===== config.mk =====
export PLATFORM = sky130hd
export DESIGN_NAME = glk_guard_lock_ctrl
export DESIGN_NICKNAME = d
export VERILOG_FILES = /design/src/include/glk_pkg.sv /design/src/logic/glk_guard_lock_ctrl.sv /design/src/logic/glk_code_check.sv /design/src/logic/glk_test_pulse.sv
export SDC_FILE = /design/constraint.sdc
export NUM_CORES = 1
export LEC_CHECK = 0
export BUFFER_PORTS_ARGS = -buffer_cell sky130_fd_sc_hd__buf_2
export CAP_MARGIN = 20
export CORE_MARGIN = 1.5
export CORE_UTILIZATION = 45
export DETAILED_ROUTE_END_ITERATION = 10
export PLACE_DENSITY = 0.68
export SLEW_MARGIN = 40
export SYNTH_ARGS = -nofsm -noshare
export SYNTH_HDL_FRONTEND = slang
export SYNTH_SLANG_ARGS = --single-unit

===== constraint.sdc =====
create_clock -name clk_i -period 2.4 [get_ports clk_i]
set_input_delay 0.12 -clock clk_i [delete_from_list [all_inputs] [get_ports clk_i]]
set_output_delay 0.12 -clock clk_i [all_outputs]
set_load 0.05 [all_outputs]

===== src/include/glk_pkg.sv =====
// constants, types and register map of the guard-lock safety output controller
package glk_pkg;
	localparam int CLK_HZ = 40_000_000;
	localparam int TEST_PULSE_US = 300;
	// divide first: the plain product would overflow a 32-bit int
	localparam int TEST_PULSE_CYC = TEST_PULSE_US * (CLK_HZ / 1_000_000);
	localparam int TEST_PERIOD_MS = 100;
	localparam int TEST_PERIOD_CYC = TEST_PERIOD_MS * (CLK_HZ / 1_000);
	localparam int CNT_W = 23;
	localparam int CODE_W = 32;
	localparam int ADDR_W = 8;
	localparam int DATA_W = 32;
	localparam logic [ADDR_W-1:0] REG_CTRL = 8'h00;
	localparam logic [ADDR_W-1:0] REG_STATUS = 8'h04;
	localparam logic [ADDR_W-1:0] REG_IRQ_STAT = 8'h08;
	localparam logic [ADDR_W-1:0] REG_IRQ_MASK = 8'h0C;
	localparam logic [ADDR_W-1:0] REG_CODE = 8'h10;
	localparam int CTRL_TEACH = 0;
	localparam int CTRL_FAULT_CLR = 1;
	localparam int ST_GUARD = 0;
	localparam int ST_LOCK = 1;
	localparam int ST_OUT_A = 2;
	localparam int ST_OUT_B = 3;
	localparam int ST_CODE_OK = 4;
	localparam int ST_FAULT = 5;
	localparam int ST_TAUGHT = 6;
	localparam int IRQ_OPEN = 0;
	localparam int IRQ_CLOSE = 1;
	localparam int IRQ_OUT_OFF = 2;
	localparam int IRQ_FAULT = 3;
	localparam int IRQ_TEACH = 4;
	localparam int IRQ_W = 5;
	localparam logic [IRQ_W-1:0] IRQ_MASK_RST = 5'h00;
	localparam logic [CODE_W-1:0] CODE_RST = 32'h00000000;

	typedef enum logic {LOCK_ON_POWER, RELEASE_ON_POWER} glk_lock_pol_e;
	typedef enum logic {PROT_PEOPLE, PROT_PROCESS} glk_prot_e;
	typedef enum logic {CODE_UNIQUE, CODE_UNIVERSAL} glk_coding_e;
	typedef struct packed {
		glk_lock_pol_e lock_pol;
		glk_prot_e prot;
		glk_coding_e coding;
	} glk_cfg_s;
	typedef enum logic {LK_RELEASED, LK_ENGAGED} glk_lock_e;
	typedef enum logic [1:0] {OUT_OFF, OUT_ON, OUT_FAULT} glk_out_e;
endpackage


===== src/logic/glk_guard_lock_ctrl.sv =====
// guard-lock controller: lock drive, safety output pair, diagnostics, apb registers
//
// The APB slave port and the register addresses were chosen for this implementation.
`timescale 1ns/10ps
`default_nettype none
module glk_guard_lock_ctrl #(
	parameter int TEST_PERIOD_CYC = glk_pkg::TEST_PERIOD_CYC,
	parameter int TEST_PULSE_CYC = glk_pkg::TEST_PULSE_CYC
) (
	input wire logic clk_i,
	input wire logic nrst_i,
	input wire glk_pkg::glk_cfg_s cfg_i,
	input wire logic lock_ctrl_i,
	input wire logic supply_ok_i,
	input wire logic manual_release_i,
	input wire logic actuator_present_i,
	input wire logic actuator_suitable_i,
	input wire logic [glk_pkg::CODE_W-1:0] actuator_code_i,
	input wire logic control_input_a_i,
	input wire logic control_input_b_i,
	input wire logic [1:0] channel_fb_i,
	input wire logic psel_i,
	input wire logic penable_i,
	input wire logic pwrite_i,
	input wire logic [glk_pkg::ADDR_W-1:0] paddr_i,
	input wire logic [glk_pkg::DATA_W-1:0] pwdata_i,
	output logic [glk_pkg::DATA_W-1:0] prdata_o,
	output logic pready_o,
	output logic pslverr_o,
	output logic [1:0] safety_output_channel_o,
	output logic lock_engaged_o,
	output logic diag_o,
	output logic irq_o
);
	glk_pkg::glk_lock_e lock_st;
	glk_pkg::glk_out_e out_st;
	glk_pkg::glk_out_e next_out_st;
	logic code_ok;
	logic taught;
	logic teach_done;
	logic [glk_pkg::CODE_W-1:0] stored_code;
	logic [1:0] test_off;
	logic test_fault;
	logic teach_req;
	logic fault_clr;
	logic engage_req;
	logic release_req;
	logic manual_flag;
	logic manual_now;
	logic cond;
	logic cond_q;
	logic present_q;
	logic [glk_pkg::IRQ_W-1:0] irq_stat;
	logic [glk_pkg::IRQ_W-1:0] irq_mask;
	logic [glk_pkg::IRQ_W-1:0] events;
	logic [glk_pkg::IRQ_W-1:0] irq_clr;
	logic [glk_pkg::DATA_W-1:0] status_word;
	logic release_var;
	logic apb_access;
	logic apb_wr;

	function automatic logic reg_mapped(input logic [glk_pkg::ADDR_W-1:0] a);
		reg_mapped = (a == glk_pkg::REG_CTRL) || (a == glk_pkg::REG_STATUS) ||
			(a == glk_pkg::REG_IRQ_STAT) || (a == glk_pkg::REG_IRQ_MASK) || (a == glk_pkg::REG_CODE);
	endfunction

	// variant selection read straight from static inputs
	assign release_var = (cfg_i.lock_pol == glk_pkg::RELEASE_ON_POWER);

	glk_code_check u_code (
		.clk_i(clk_i),
		.nrst_i(nrst_i),
		.coding_i(cfg_i.coding),
		.teach_i(teach_req),
		.present_i(actuator_present_i),
		.suitable_i(actuator_suitable_i),
		.code_i(actuator_code_i),
		.valid_o(code_ok),
		.taught_o(taught),
		.teach_done_o(teach_done),
		.stored_o(stored_code)
	);

	glk_test_pulse #(
		.PERIOD_CYC(TEST_PERIOD_CYC),
		.PULSE_CYC(TEST_PULSE_CYC)
	) u_test (
		.clk_i(clk_i),
		.nrst_i(nrst_i),
		.enable_i(out_st == glk_pkg::OUT_ON),
		.fb_i(channel_fb_i),
		.test_off_o(test_off),
		.fault_o(test_fault)
	);

	// lock requests per polarity variant
	always_comb begin
		manual_now = release_var && manual_release_i;
		if (release_var) begin
			// no voltage engages, voltage releases; supply loss gives neither
			engage_req = supply_ok_i && !lock_ctrl_i && !manual_now;
			// manual release wins over any lock state
			release_req = manual_now || (supply_ok_i && lock_ctrl_i);
		end else begin
			engage_req = lock_ctrl_i;
			release_req = !lock_ctrl_i;
		end
	end

	// engage only on a valid code
	always_ff @(posedge clk_i) begin
		if (!nrst_i) begin
			lock_st <= glk_pkg::LK_RELEASED;
		end else begin
			case (lock_st)
				glk_pkg::LK_RELEASED: begin
					if (engage_req && code_ok) begin
						lock_st <= glk_pkg::LK_ENGAGED;
					end
				end
				glk_pkg::LK_ENGAGED: begin
					// without supply the bistable lock keeps its state unless manually released
					if (release_req) begin
						lock_st <= glk_pkg::LK_RELEASED;
					end
				end
				default: begin
					lock_st <= glk_pkg::LK_RELEASED;
				end
			endcase
		end
	end

	// manual release keeps outputs off until the guard has been opened once
	always_ff @(posedge clk_i) begin
		if (!nrst_i) begin
			manual_flag <= 1'b0;
		end else if (manual_now) begin
			manual_flag <= 1'b1;
		end else if (!actuator_present_i) begin
			manual_flag <= 1'b0;
		end
	end

	// switch-on conditions of the configured protection variant
	always_comb begin
		cond = actuator_present_i && code_ok && control_input_a_i && control_input_b_i &&
			!manual_flag && !manual_now;
		// people protection also needs the lock engaged
		if (cfg_i.prot == glk_pkg::PROT_PEOPLE) begin
			cond = cond && (lock_st == glk_pkg::LK_ENGAGED);
		end
	end

	// condition must hold over two evaluations before switch-on
	always_ff @(posedge clk_i) begin
		if (!nrst_i) begin
			cond_q <= 1'b0;
		end else begin
			cond_q <= cond;
		end
	end

	always_comb begin
		next_out_st = out_st;
		case (out_st)
			glk_pkg::OUT_OFF: begin
				if (cond && cond_q) begin
					next_out_st = glk_pkg::OUT_ON;
				end
			end
			glk_pkg::OUT_ON: begin
				if (test_fault) begin
					next_out_st = glk_pkg::OUT_FAULT;
				end else if (!cond) begin
					next_out_st = glk_pkg::OUT_OFF;
				end
			end
			glk_pkg::OUT_FAULT: begin
				// fault clears only by software and only with conditions gone
				if (fault_clr && !cond) begin
					next_out_st = glk_pkg::OUT_OFF;
				end
			end
			default: begin
				next_out_st = glk_pkg::OUT_OFF;
			end
		endcase
	end

	always_ff @(posedge clk_i) begin
		if (!nrst_i) begin
			out_st <= glk_pkg::OUT_OFF;
		end else begin
			out_st <= next_out_st;
		end
	end

	// high when on, low when off, opened, manually released, faulted, or unlocked under people protection
	always_ff @(posedge clk_i) begin
		if (!nrst_i) begin
			safety_output_channel_o <= 2'h0;
		end else if (next_out_st == glk_pkg::OUT_ON) begin
			// both channels driven together, test pulses one at a time
			safety_output_channel_o <= ~test_off;
		end else begin
			// manual release and every other off case drop both
			safety_output_channel_o <= 2'h0;
		end
	end

	always_ff @(posedge clk_i) begin
		if (!nrst_i) begin
			diag_o <= 1'b0;
			present_q <= 1'b0;
			lock_engaged_o <= 1'b0;
		end else begin
			diag_o <= actuator_present_i;
			present_q <= actuator_present_i;
			lock_engaged_o <= (lock_st == glk_pkg::LK_ENGAGED);
		end
	end

	// apb: pready rises in the second access cycle, so every transfer takes one wait state
	assign apb_access = psel_i && penable_i && !pready_o;
	assign apb_wr = apb_access && pwrite_i;
	assign teach_req = apb_wr && (paddr_i == glk_pkg::REG_CTRL) && pwdata_i[glk_pkg::CTRL_TEACH];
	assign fault_clr = apb_wr && (paddr_i == glk_pkg::REG_CTRL) && pwdata_i[glk_pkg::CTRL_FAULT_CLR];
	assign irq_clr = (apb_wr && (paddr_i == glk_pkg::REG_IRQ_STAT)) ? pwdata_i[glk_pkg::IRQ_W-1:0] : '0;

	always_comb begin
		status_word = '0;
		status_word[glk_pkg::ST_GUARD] = actuator_present_i;
		status_word[glk_pkg::ST_LOCK] = (lock_st == glk_pkg::LK_ENGAGED);
		status_word[glk_pkg::ST_OUT_A] = safety_output_channel_o[0];
		status_word[glk_pkg::ST_OUT_B] = safety_output_channel_o[1];
		status_word[glk_pkg::ST_CODE_OK] = code_ok;
		status_word[glk_pkg::ST_FAULT] = (out_st == glk_pkg::OUT_FAULT);
		status_word[glk_pkg::ST_TAUGHT] = taught;
	end

	always_ff @(posedge clk_i) begin
		if (!nrst_i) begin
			pready_o <= 1'b0;
			pslverr_o <= 1'b0;
			prdata_o <= '0;
		end else begin
			pready_o <= apb_access;
			pslverr_o <= apb_access && !reg_mapped(paddr_i);
			prdata_o <= '0;
			if (apb_access && !pwrite_i) begin
				case (paddr_i)
					glk_pkg::REG_STATUS: prdata_o <= status_word;
					glk_pkg::REG_IRQ_STAT: prdata_o <= {{(glk_pkg::DATA_W-glk_pkg::IRQ_W){1'b0}}, irq_stat};
					glk_pkg::REG_IRQ_MASK: prdata_o <= {{(glk_pkg::DATA_W-glk_pkg::IRQ_W){1'b0}}, irq_mask};
					glk_pkg::REG_CODE: prdata_o <= stored_code;
					default: prdata_o <= '0;
				endcase
			end
		end
	end

	always_comb begin
		events = '0;
		events[glk_pkg::IRQ_OPEN] = present_q && !actuator_present_i;
		events[glk_pkg::IRQ_CLOSE] = !present_q && actuator_present_i;
		events[glk_pkg::IRQ_OUT_OFF] = (out_st == glk_pkg::OUT_ON) && (next_out_st != glk_pkg::OUT_ON);
		events[glk_pkg::IRQ_FAULT] = test_fault;
		events[glk_pkg::IRQ_TEACH] = teach_done;
	end

	// a new event wins over a write-one-to-clear in the same cycle
	always_ff @(posedge clk_i) begin
		if (!nrst_i) begin
			irq_stat <= '0;
			irq_mask <= glk_pkg::IRQ_MASK_RST;
			irq_o <= 1'b0;
		end else begin
			irq_stat <= (irq_stat & ~irq_clr) | events;
			if (apb_wr && (paddr_i == glk_pkg::REG_IRQ_MASK)) begin
				irq_mask <= pwdata_i[glk_pkg::IRQ_W-1:0];
			end
			irq_o <= |(((irq_stat & ~irq_clr) | events) & irq_mask);
		end
	end

	a_power_loss_rel: assert property (@(posedge clk_i) disable iff (!nrst_i)
		(!release_var && !lock_ctrl_i) |=> (lock_st == glk_pkg::LK_RELEASED) ##1 !lock_engaged_o)
		else $error("lock held without voltage in power-to-lock");
	a_release_engage: assert property (@(posedge clk_i) disable iff (!nrst_i)
		(release_var && supply_ok_i && !lock_ctrl_i && !manual_release_i && code_ok) |=>
		(lock_st == glk_pkg::LK_ENGAGED))
		else $error("power-to-release lock not engaged without voltage");
	a_supply_hold: assert property (@(posedge clk_i) disable iff (!nrst_i)
		(release_var && !supply_ok_i && !manual_release_i) |=> $stable(lock_st))
		else $error("bistable lock changed during supply loss");
	a_engage_code: assert property (@(posedge clk_i) disable iff (!nrst_i)
		$rose(lock_st == glk_pkg::LK_ENGAGED) |-> $past(code_ok))
		else $error("lock engaged without a valid code");
	a_people_lock: assert property (@(posedge clk_i) disable iff (!nrst_i)
		(cfg_i.prot == glk_pkg::PROT_PEOPLE && safety_output_channel_o != 2'h0) |->
		$past(lock_st == glk_pkg::LK_ENGAGED))
		else $error("people-protection output on while unlocked");
	a_on_inputs: assert property (@(posedge clk_i) disable iff (!nrst_i)
		(safety_output_channel_o != 2'h0) |-> $past(actuator_present_i && control_input_a_i && control_input_b_i))
		else $error("output on without closed guard and both inputs");
	a_manual_off: assert property (@(posedge clk_i) disable iff (!nrst_i)
		(release_var && manual_release_i) |=> (safety_output_channel_o == 2'h0) [*2])
		else $error("outputs on after manual release");
	a_reset_off: assert property (@(posedge clk_i)
		(!nrst_i ##1 nrst_i) |-> (safety_output_channel_o == 2'h0) ##1 (safety_output_channel_o == 2'h0))
		else $error("outputs on right after reset");
	a_fault_low: assert property (@(posedge clk_i) disable iff (!nrst_i)
		(out_st == glk_pkg::OUT_FAULT) |-> (safety_output_channel_o == 2'h0))
		else $error("outputs on during fault");
	a_diag_follow: assert property (@(posedge clk_i) disable iff (!nrst_i)
		$fell(actuator_present_i) |=> !diag_o)
		else $error("diagnostic output on with guard open");
	a_lock_engage: assert property (@(posedge clk_i) disable iff (!nrst_i)
		(!release_var && lock_ctrl_i && code_ok) |=> (lock_st == glk_pkg::LK_ENGAGED))
		else $error("power-to-lock lock not engaged with voltage present");
	a_rel_release: assert property (@(posedge clk_i) disable iff (!nrst_i)
		(release_var && supply_ok_i && lock_ctrl_i) |=> (lock_st == glk_pkg::LK_RELEASED))
		else $error("power-to-release lock held with voltage applied");
	a_unlocked_off: assert property (@(posedge clk_i) disable iff (!nrst_i)
		(cfg_i.prot == glk_pkg::PROT_PEOPLE && lock_st == glk_pkg::LK_RELEASED) |=>
		(safety_output_channel_o == 2'h0))
		else $error("people-protection outputs on after unlock");
	a_switch_on: assert property (@(posedge clk_i) disable iff (!nrst_i)
		(out_st == glk_pkg::OUT_OFF && cond && cond_q) |=> (safety_output_channel_o == 2'h3))
		else $error("outputs not switched on with conditions met");
	a_fault_stop: assert property (@(posedge clk_i) disable iff (!nrst_i)
		(out_st == glk_pkg::OUT_ON && test_fault) |=> (out_st == glk_pkg::OUT_FAULT))
		else $error("failed self-test did not stop outputs");
	a_diag_closed: assert property (@(posedge clk_i) disable iff (!nrst_i)
		$rose(actuator_present_i) |=> diag_o)
		else $error("diagnostic output off with guard closed");
	a_manual_hold: assert property (@(posedge clk_i) disable iff (!nrst_i)
		manual_flag |=> (safety_output_channel_o == 2'h0))
		else $error("outputs on before guard reopened after manual release");
	a_cond_off: assert property (@(posedge clk_i) disable iff (!nrst_i)
		(out_st == glk_pkg::OUT_ON && !cond) |=> (safety_output_channel_o == 2'h0))
		else $error("outputs on with switch-on conditions gone");
endmodule
`default_nettype wire


===== src/logic/glk_code_check.sv =====
// actuator code store and validity judgement
`timescale 1ns/10ps
`default_nettype none
module glk_code_check (
	input wire logic clk_i,
	input wire logic nrst_i,
	input wire glk_pkg::glk_coding_e coding_i,
	input wire logic teach_i,
	input wire logic present_i,
	input wire logic suitable_i,
	input wire logic [glk_pkg::CODE_W-1:0] code_i,
	output logic valid_o,
	output logic taught_o,
	output logic teach_done_o,
	output logic [glk_pkg::CODE_W-1:0] stored_o
);
	logic teach_ok;
	assign teach_ok = teach_i && present_i && suitable_i && (coding_i == glk_pkg::CODE_UNIQUE);

	always_ff @(posedge clk_i) begin
		if (!nrst_i) begin
			stored_o <= glk_pkg::CODE_RST;
			taught_o <= 1'b0;
			teach_done_o <= 1'b0;
		end else begin
			teach_done_o <= teach_ok;
			if (teach_ok) begin
				stored_o <= code_i;
				taught_o <= 1'b1;
			end
		end
	end

	always_ff @(posedge clk_i) begin
		if (!nrst_i) begin
			valid_o <= 1'b0;
		end else if (coding_i == glk_pkg::CODE_UNIVERSAL) begin
			valid_o <= present_i && suitable_i;
		end else begin
			valid_o <= present_i && suitable_i && taught_o && (code_i == stored_o);
		end
	end

	a_teach_replace: assert property (@(posedge clk_i) disable iff (!nrst_i)
		teach_ok |=> (stored_o == $past(code_i)) ##1 (valid_o == $past(code_i == stored_o && present_i && suitable_i)))
		else $error("taught code not stored or judged");
	a_universal_ok: assert property (@(posedge clk_i) disable iff (!nrst_i)
		(coding_i == glk_pkg::CODE_UNIVERSAL && present_i && suitable_i) |=> valid_o)
		else $error("suitable actuator refused in universal coding");
endmodule
`default_nettype wire


===== src/logic/glk_test_pulse.sv =====
// periodic off-pulse self-test of both safety channels
`timescale 1ns/10ps
`default_nettype none
module glk_test_pulse #(
	parameter int PERIOD_CYC = glk_pkg::TEST_PERIOD_CYC,
	parameter int PULSE_CYC = glk_pkg::TEST_PULSE_CYC
) (
	input wire logic clk_i,
	input wire logic nrst_i,
	input wire logic enable_i,
	input wire logic [1:0] fb_i,
	output logic [1:0] test_off_o,
	output logic fault_o
);
	logic [glk_pkg::CNT_W-1:0] cnt;
	logic [1:0] phase;
	logic last;

	assign last = (cnt == glk_pkg::CNT_W'(PULSE_CYC - 1));

	// phase 0 waits, phase 1 tests channel a, phase 2 channel b
	always_ff @(posedge clk_i) begin
		if (!nrst_i || !enable_i) begin
			cnt <= '0;
			phase <= 2'h0;
		end else if (phase == 2'h0) begin
			cnt <= (cnt == glk_pkg::CNT_W'(PERIOD_CYC - 1)) ? '0 : cnt + 1'b1;
			if (cnt == glk_pkg::CNT_W'(PERIOD_CYC - 1)) begin
				phase <= 2'h1;
			end
		end else begin
			cnt <= last ? '0 : cnt + 1'b1;
			if (last) begin
				phase <= (phase == 2'h1) ? 2'h2 : 2'h0;
			end
		end
	end

	// one channel off at a time
	always_comb begin
		test_off_o[0] = (phase == 2'h1);
		test_off_o[1] = (phase == 2'h2);
	end

	// channel must be voltage-free by end of pulse
	always_ff @(posedge clk_i) begin
		if (!nrst_i) begin
			fault_o <= 1'b0;
		end else begin
			fault_o <= enable_i && last && (phase != 2'h0) && fb_i[phase[1]];
		end
	end

	a_pulse_bound: assert property (@(posedge clk_i) disable iff (!nrst_i)
		(phase != 2'h0) |-> (cnt < glk_pkg::CNT_W'(PULSE_CYC)))
		else $error("test pulse longer than allowed");
	a_one_channel: assert property (@(posedge clk_i) disable iff (!nrst_i)
		!(test_off_o[0] && test_off_o[1]))
		else $error("both channels tested at once");
endmodule
`default_nettype wire


### Word-level counts from Yosys, hierarchy flattened

Cells that the tools add are included.

* flip-flop bits (word level): 115
* input bits: 89
* output and inout port bits: 39
* logic and storage cells: 130

* add/subtract/negate cells: 1
* magnitude comparators: 1
* equal/unequal tests: 15
* mux-type cells: 25
* bitwise gates (word level): 7
* reduce and logical (&&, ||, !) cells: 61

Operators with widths (number)
* $pmux 32 s4: 1
* $mux 23: 3
* $logic_and 1x1->1: 35
* $eq 32x32->1: 1
* $add 23x1->23 const B: 1
* $eq 23x14->1 const B: 1
* $eq 23x22->1 const B: 1
* $eq 8x4->1 const B: 2
* $mux 2: 8
* $logic_not 1->1: 11
* $and 5x5->5: 2
* $mux 1: 10
* $eq 8x3->1 const B: 1
* $eq 8x5->1 const B: 1
* $logic_not 8->1: 1
* $eq 2x1->1 const B: 3
* $logic_or 1x1->1: 6
* $pmux 2 s3: 1
* $reduce_and 2->1: 3
* $mux 5: 1
* $not 5->5: 1
* $or 5x5->5: 1
* $reduce_or 5->1: 1
* $eq 2x2->1 const B: 2
* 8 further kinds: 12

### Logic depth before layout (Yosys ltp)

* word-level depth: 16
* mapped depth: 8
* mapped depth without buffers: 6

### Modules after synthesis

From an unflattened synthesis, not the netlist that was laid out.

* cell total of the unflattened synthesis: 533
* area total of the unflattened synthesis: 4934.7 um^2

Modules (own cells, without submodules)
* glk_guard_lock_ctrl: times used 1, cells each 201, area each 1999.4 um^2, sequential area each 1081.0 um^2
* glk_code_check: times used 1, cells each 191, area each 1625.3 um^2, sequential area each 700.7 um^2
* glk_test_pulse: times used 1, cells each 141, area each 1310.0 um^2, sequential area each 520.5 um^2

### Worst setup path after synthesis

Ideal clock, no wire load.

* kind: register to register
* start point: register pready_o
* end point: register u_code.stored_o[10] (netlist name)
* library setup time: 0.122 ns
* data arrival time: 1.667 ns
* setup slack: 0.611 ns
* stages on the path, launching flop included: 8
* buffers on the path: 2
* cell sequence: dfxtp_1 -> and4b_1 -> nand4_1 -> or2_2 -> clkbuf_1 -> buf_2 -> nand2_1 -> a21boi_0

* word-level cells in the longest chain between the ends: 8

Ends and longest elaborated chain
* start, declared: line glk_guard_lock_ctrl.sv:28 `output logic pready_o,`
* start signal, assigned: line glk_guard_lock_ctrl.sv:248 `pready_o <= apb_access;`
* $logic_not 1->1: line glk_guard_lock_ctrl.sv:225 `assign apb_access = psel_i && penable_i && !pready_o;`
* $logic_and 1x1->1: line glk_guard_lock_ctrl.sv:225
* $logic_and 1x1->1: line glk_guard_lock_ctrl.sv:226 `assign apb_wr = apb_access && pwrite_i;`
* $logic_and 1x1->1 (2 in a row): line glk_guard_lock_ctrl.sv:227 `assign teach_req = apb_wr && (paddr_i == glk_pkg::REG_CTRL) && pwdata_i[glk_pkg::CTRL_TEACH];`
* $logic_and 1x1->1 (3 in a row): line glk_code_check.sv:18 `assign teach_ok = teach_i && present_i && suitable_i && (coding_i == glk_pkg::CODE_UNIQUE);`
* end signal, assigned: line glk_code_check.sv:22 `stored_o <= glk_pkg::CODE_RST;`
* end signal, assigned: line glk_code_check.sv:28 `stored_o <= code_i;`
* end, declared: line glk_code_check.sv:15 `output logic [glk_pkg::CODE_W-1:0] stored_o`

Every way passes these cells.
A chain may end at the register's enable or synchronous reset.

### Worst setup path in the final report

* start point: register u_test.cnt[0] (netlist name)
* end point: register u_test.cnt[19] (netlist name)

* word-level cells in the longest chain between the ends: 3
* elaborated cells between the ends (all ways): 6
* classes of those cells: 1 x add/sub; 2 x eq/ne; 3 x mux

Ends and longest elaborated chain
* start, declared: line glk_test_pulse.sv:15 `logic [glk_pkg::CNT_W-1:0] cnt;`
* start signal, assigned: line glk_test_pulse.sv:27 `cnt <= (cnt == glk_pkg::CNT_W'(PERIOD_CYC - 1)) ? '0 : cnt + 1'b1;`
* start signal, assigned: line glk_test_pulse.sv:32 `cnt <= last ? '0 : cnt + 1'b1;`
* $add 23x1->23 (tied with other cells): line glk_test_pulse.sv:27, glk_test_pulse.sv:32
* $mux 23 (on tied branches): line glk_test_pulse.sv:32, glk_test_pulse.sv:27
* $mux 23 *: line glk_test_pulse.sv:26 `end else if (phase == 2'h0) begin`

Mark *: on every way between the ends. The rest lies on a longest branch, timed or not.

==> results_dict.tcl <==
set metrics [dict create \
    outcome "complete, no violations" \
    clk_root_buffer_cell "clkbuf_8" \
    leakagePower_nw 2.63 \
    p_sw_mw 0.962 \
    grt_max_degree 34 \
    floorplan.initialDensity_pct 46.4 \
    clk-insertion-delay-late_ns 0.52 \
    synth-seq-cells 115 \
    drv.max_cap_violation_count 0 \
    clkPwrFrac_pct 54.4 \
    path_class "flop to flop" \
    finalCritPeriodShare_pct 81.8 \
    synth_top_flop_cell "dfxtp_1" \
    arrival_ns 2.36 \
    overflow 0 \
    viasPerCell 5.13 \
    core_area_um2 10400 \
    buffer_ports.inserted 100 \
    vias 4303 \
    tritoncts "yes" \
    worstPathRequired_ns 2.80 \
    hold_violations 0 \
    grt_setup_unrepaired "false" \
    tritoncts_num_sinks 115 \
    power_per_cell_area_nw_per_um2 723 \
    first_global_vias 4139 \
    maxSlewHeadroom_pct 55.8 \
    achievable-frequency_mhz 510 \
    final_common_cell "dfxtp_1" \
    area_delta_synth_final_pct 35.7 \
    cts-root-to-sink-buffers 2 \
    grtUsageTotal_pct 21.8 \
    detail_route.drc_violations 0 \
    top_area_cells_in_the_synthesized_netlist "dfxtp_1 (48%), nand2_1 (7.3%), xor2_1 (5.1%), a21boi_0 (5.0%), xnor2_1 (4.5%)" \
    syn_area_per_cell_um2 8.95 \
    intPower_mw 3.77 \
    wl_per_cell_um 14.2 \
    drtAntennaViolNets 0 \
    hpwlAfterDp_um 7890 \
    final.fill_count 878 \
    htreeDepth 4 \
    final_cell_mix "dfxtp_1 (115), buf_2 (100), nand2_1 (94)" \
    grt_first_pass_wirelength_um 19300 \
    final_max_slew_viol_count 0 \
    synth_largest_type_area_fraction_pct 47.8 \
    postRouteWirelength_um 12000 \
    drt_pass1_iterations 6 \
    cts.clk_slew.worst_paths_ns 0.05 \
    async_set_reset_flop_share_out_of_synthesis_pct 0 \
    worst_setup_skew_after_layout_ns 0.00889 \
    comb_power_share_pct 5.0 \
    drive_above_1_share_pct 21.3 \
    initialDrtViolationCount 212 \
    setup.reg_to_reg.worst_slack_ns 0.44 \
    finalSetupViolations 0 \
    element_type_at_the_critical_path_end "flop" \
    count_of_distinct_cell_types_in_the_synthesized_netlist 46 \
    ys_seq_area_share_pct 47.8 \
    antenna_found_initial 0 \
    final_nets 782 \
    die_width_um 106 \
    holdCritPathClass "primary input to flop" \
    cts-buffers-inserted 17 \
    syn-instance-count 538 \
    syn_nets 628 \
    boundaryPins 128 \
    num_rows 37 \
    swShare_pct 20.4 \
    yosys_warnings 0 \
    layout_min_cycle_time_ns 1.96 \
    worstPathMaxFanout 23 \
    number_of_enable_type_register_cells_in_the_synthesized_netlist 0 \
    finalWeightedCongestion 0.852 \
    final.hold.worst_slack_ns 0.0301 \
    start_kind "flop" \
    p_seq_share_pct 40.6 \
    netlist.top_cell.by_area "dfxtp_1" \
    num_antenna_cells 0 \
    syn-cell-area_um2 4820 \
    fin_tns_setup_ns 0 \
    max_slew.worst_pin.slew_ns 0.664 \
    floorplan.die.height_um 106 \
    dieArea_um2 11300 \
    irDropWorstVdd_uv 318 \
]
==> metrics by stage <==
step / instances / instance area [µm²] / util, % / worst slack (ns) / power, mW
after detailed placement: 759 / 5440 / 52.4 / 0.433 / 2.13
after CTS: 839 / 6540 / 63.0 / 0.415 / 4.76
after global placement: 759 / 5440 / 52.4 / 0.472 / 2.13
after global routing: 839 / 6540 / 63.0 / 0.216 / 4.88
after floorplan: 538 / 4820 / - / 0.611 / 2.04
final: 839 / 6540 / 63.0 / 0.438 / 4.73
==> logic make-up after synthesis <==
kind of cell	Yosys count	synth area share, %
simple gates	254	27.1
xor+xnor	53	9.64
fa+ha+maj	1	0.260
mux	8	1.66
buf+inv	34	3.30
flops	115	47.8
compound gates	73	10.2
==> power groups by stage <==
stage,Clock [mW],Combinational (mW),Sequential (mW)
2_1_floorplan,0,0.0705,1.97
3_3_place_gp,0,0.168,1.96
3_5_place_dp,0,0.171,1.96
4_1_cts,2.61,0.235,1.92
5_1_grt,2.70,0.256,1.92
6_report,2.57,0.237,1.92
==> flip-flops by register name (all words and copies together) (netlist names), 2 cells and up <==
| register | count |
|---|---|
| u_test.phase | 2 |
| u_code.stored_o | 32 |
| out_st | 2 |
| u_test.cnt | 23 |
| prdata_o | 32 |
| irq_mask | 5 |
| safety_output_channel_o | 2 |
| irq_stat | 5 |
==> cell type report <==
class                           instances  area, µm²  share of cell area [%]
Multi-Input combinational cell        389       2360                    36.1
Sequential cell                       115       2300                    35.2
Tap cell                              136        170                    2.60
Clock inverter                         11        160                    2.45
Clock buffer                           19        442                    6.76
Timing Repair Buffer                  159       1070                    16.3
Inverter                               10       37.5                   0.574
==> critical path, cell delays in order, from the launching register on <==
cell     delay (ns)
dfxtp_1        0.37
ha_1           0.22
nand4_1        0.34
nor4_1         0.44
or3_1          0.16
buf_4          0.24
nor2_1         0.08
==> cells in the mapped netlist, types with 11 or more instances <==
master,instances
nand4_1,16
nor2_1,41
a21boi_0,32
nor2b_1,15
nand3_1,11
nand2_1,94
dfxtp_1,115
nor4_1,11
xnor2_1,25
xor2_1,28
and3_1,28
==> timing repair <==
item,4_1_cts,5_1_grt
resized for setup,0,0
setup buffers,0,0
endpoints found under the hold margin,50,0
hold buffers,50,0
==> metal layers <==
metal | share of wire (%) | global-route usage, % | up-vias
met5 | 0 | 0 | -
met1 | 46 | 26.8 | 2023
li1 | - | - | 2145
met4 | 1.8 | 8.76 | 0
met3 | 4.7 | 6.13 | 17
met2 | 48 | 35.9 | 118
==> worst paths after layout <==
| kind | end | cells past startpoint | start |
|---|---|---|---|
| hold reg to reg | u_test.cnt[0] | 1 | u_test.cnt[0] |
| setup / recovery | u_test.cnt[19] | 6 | u_test.cnt[0] |
| setup reg to reg | u_test.cnt[19] | 6 | u_test.cnt[0] |
| hold / removal | manual_flag | 4 | cfg_i[2] |
(Power assumes the default switching activity.)
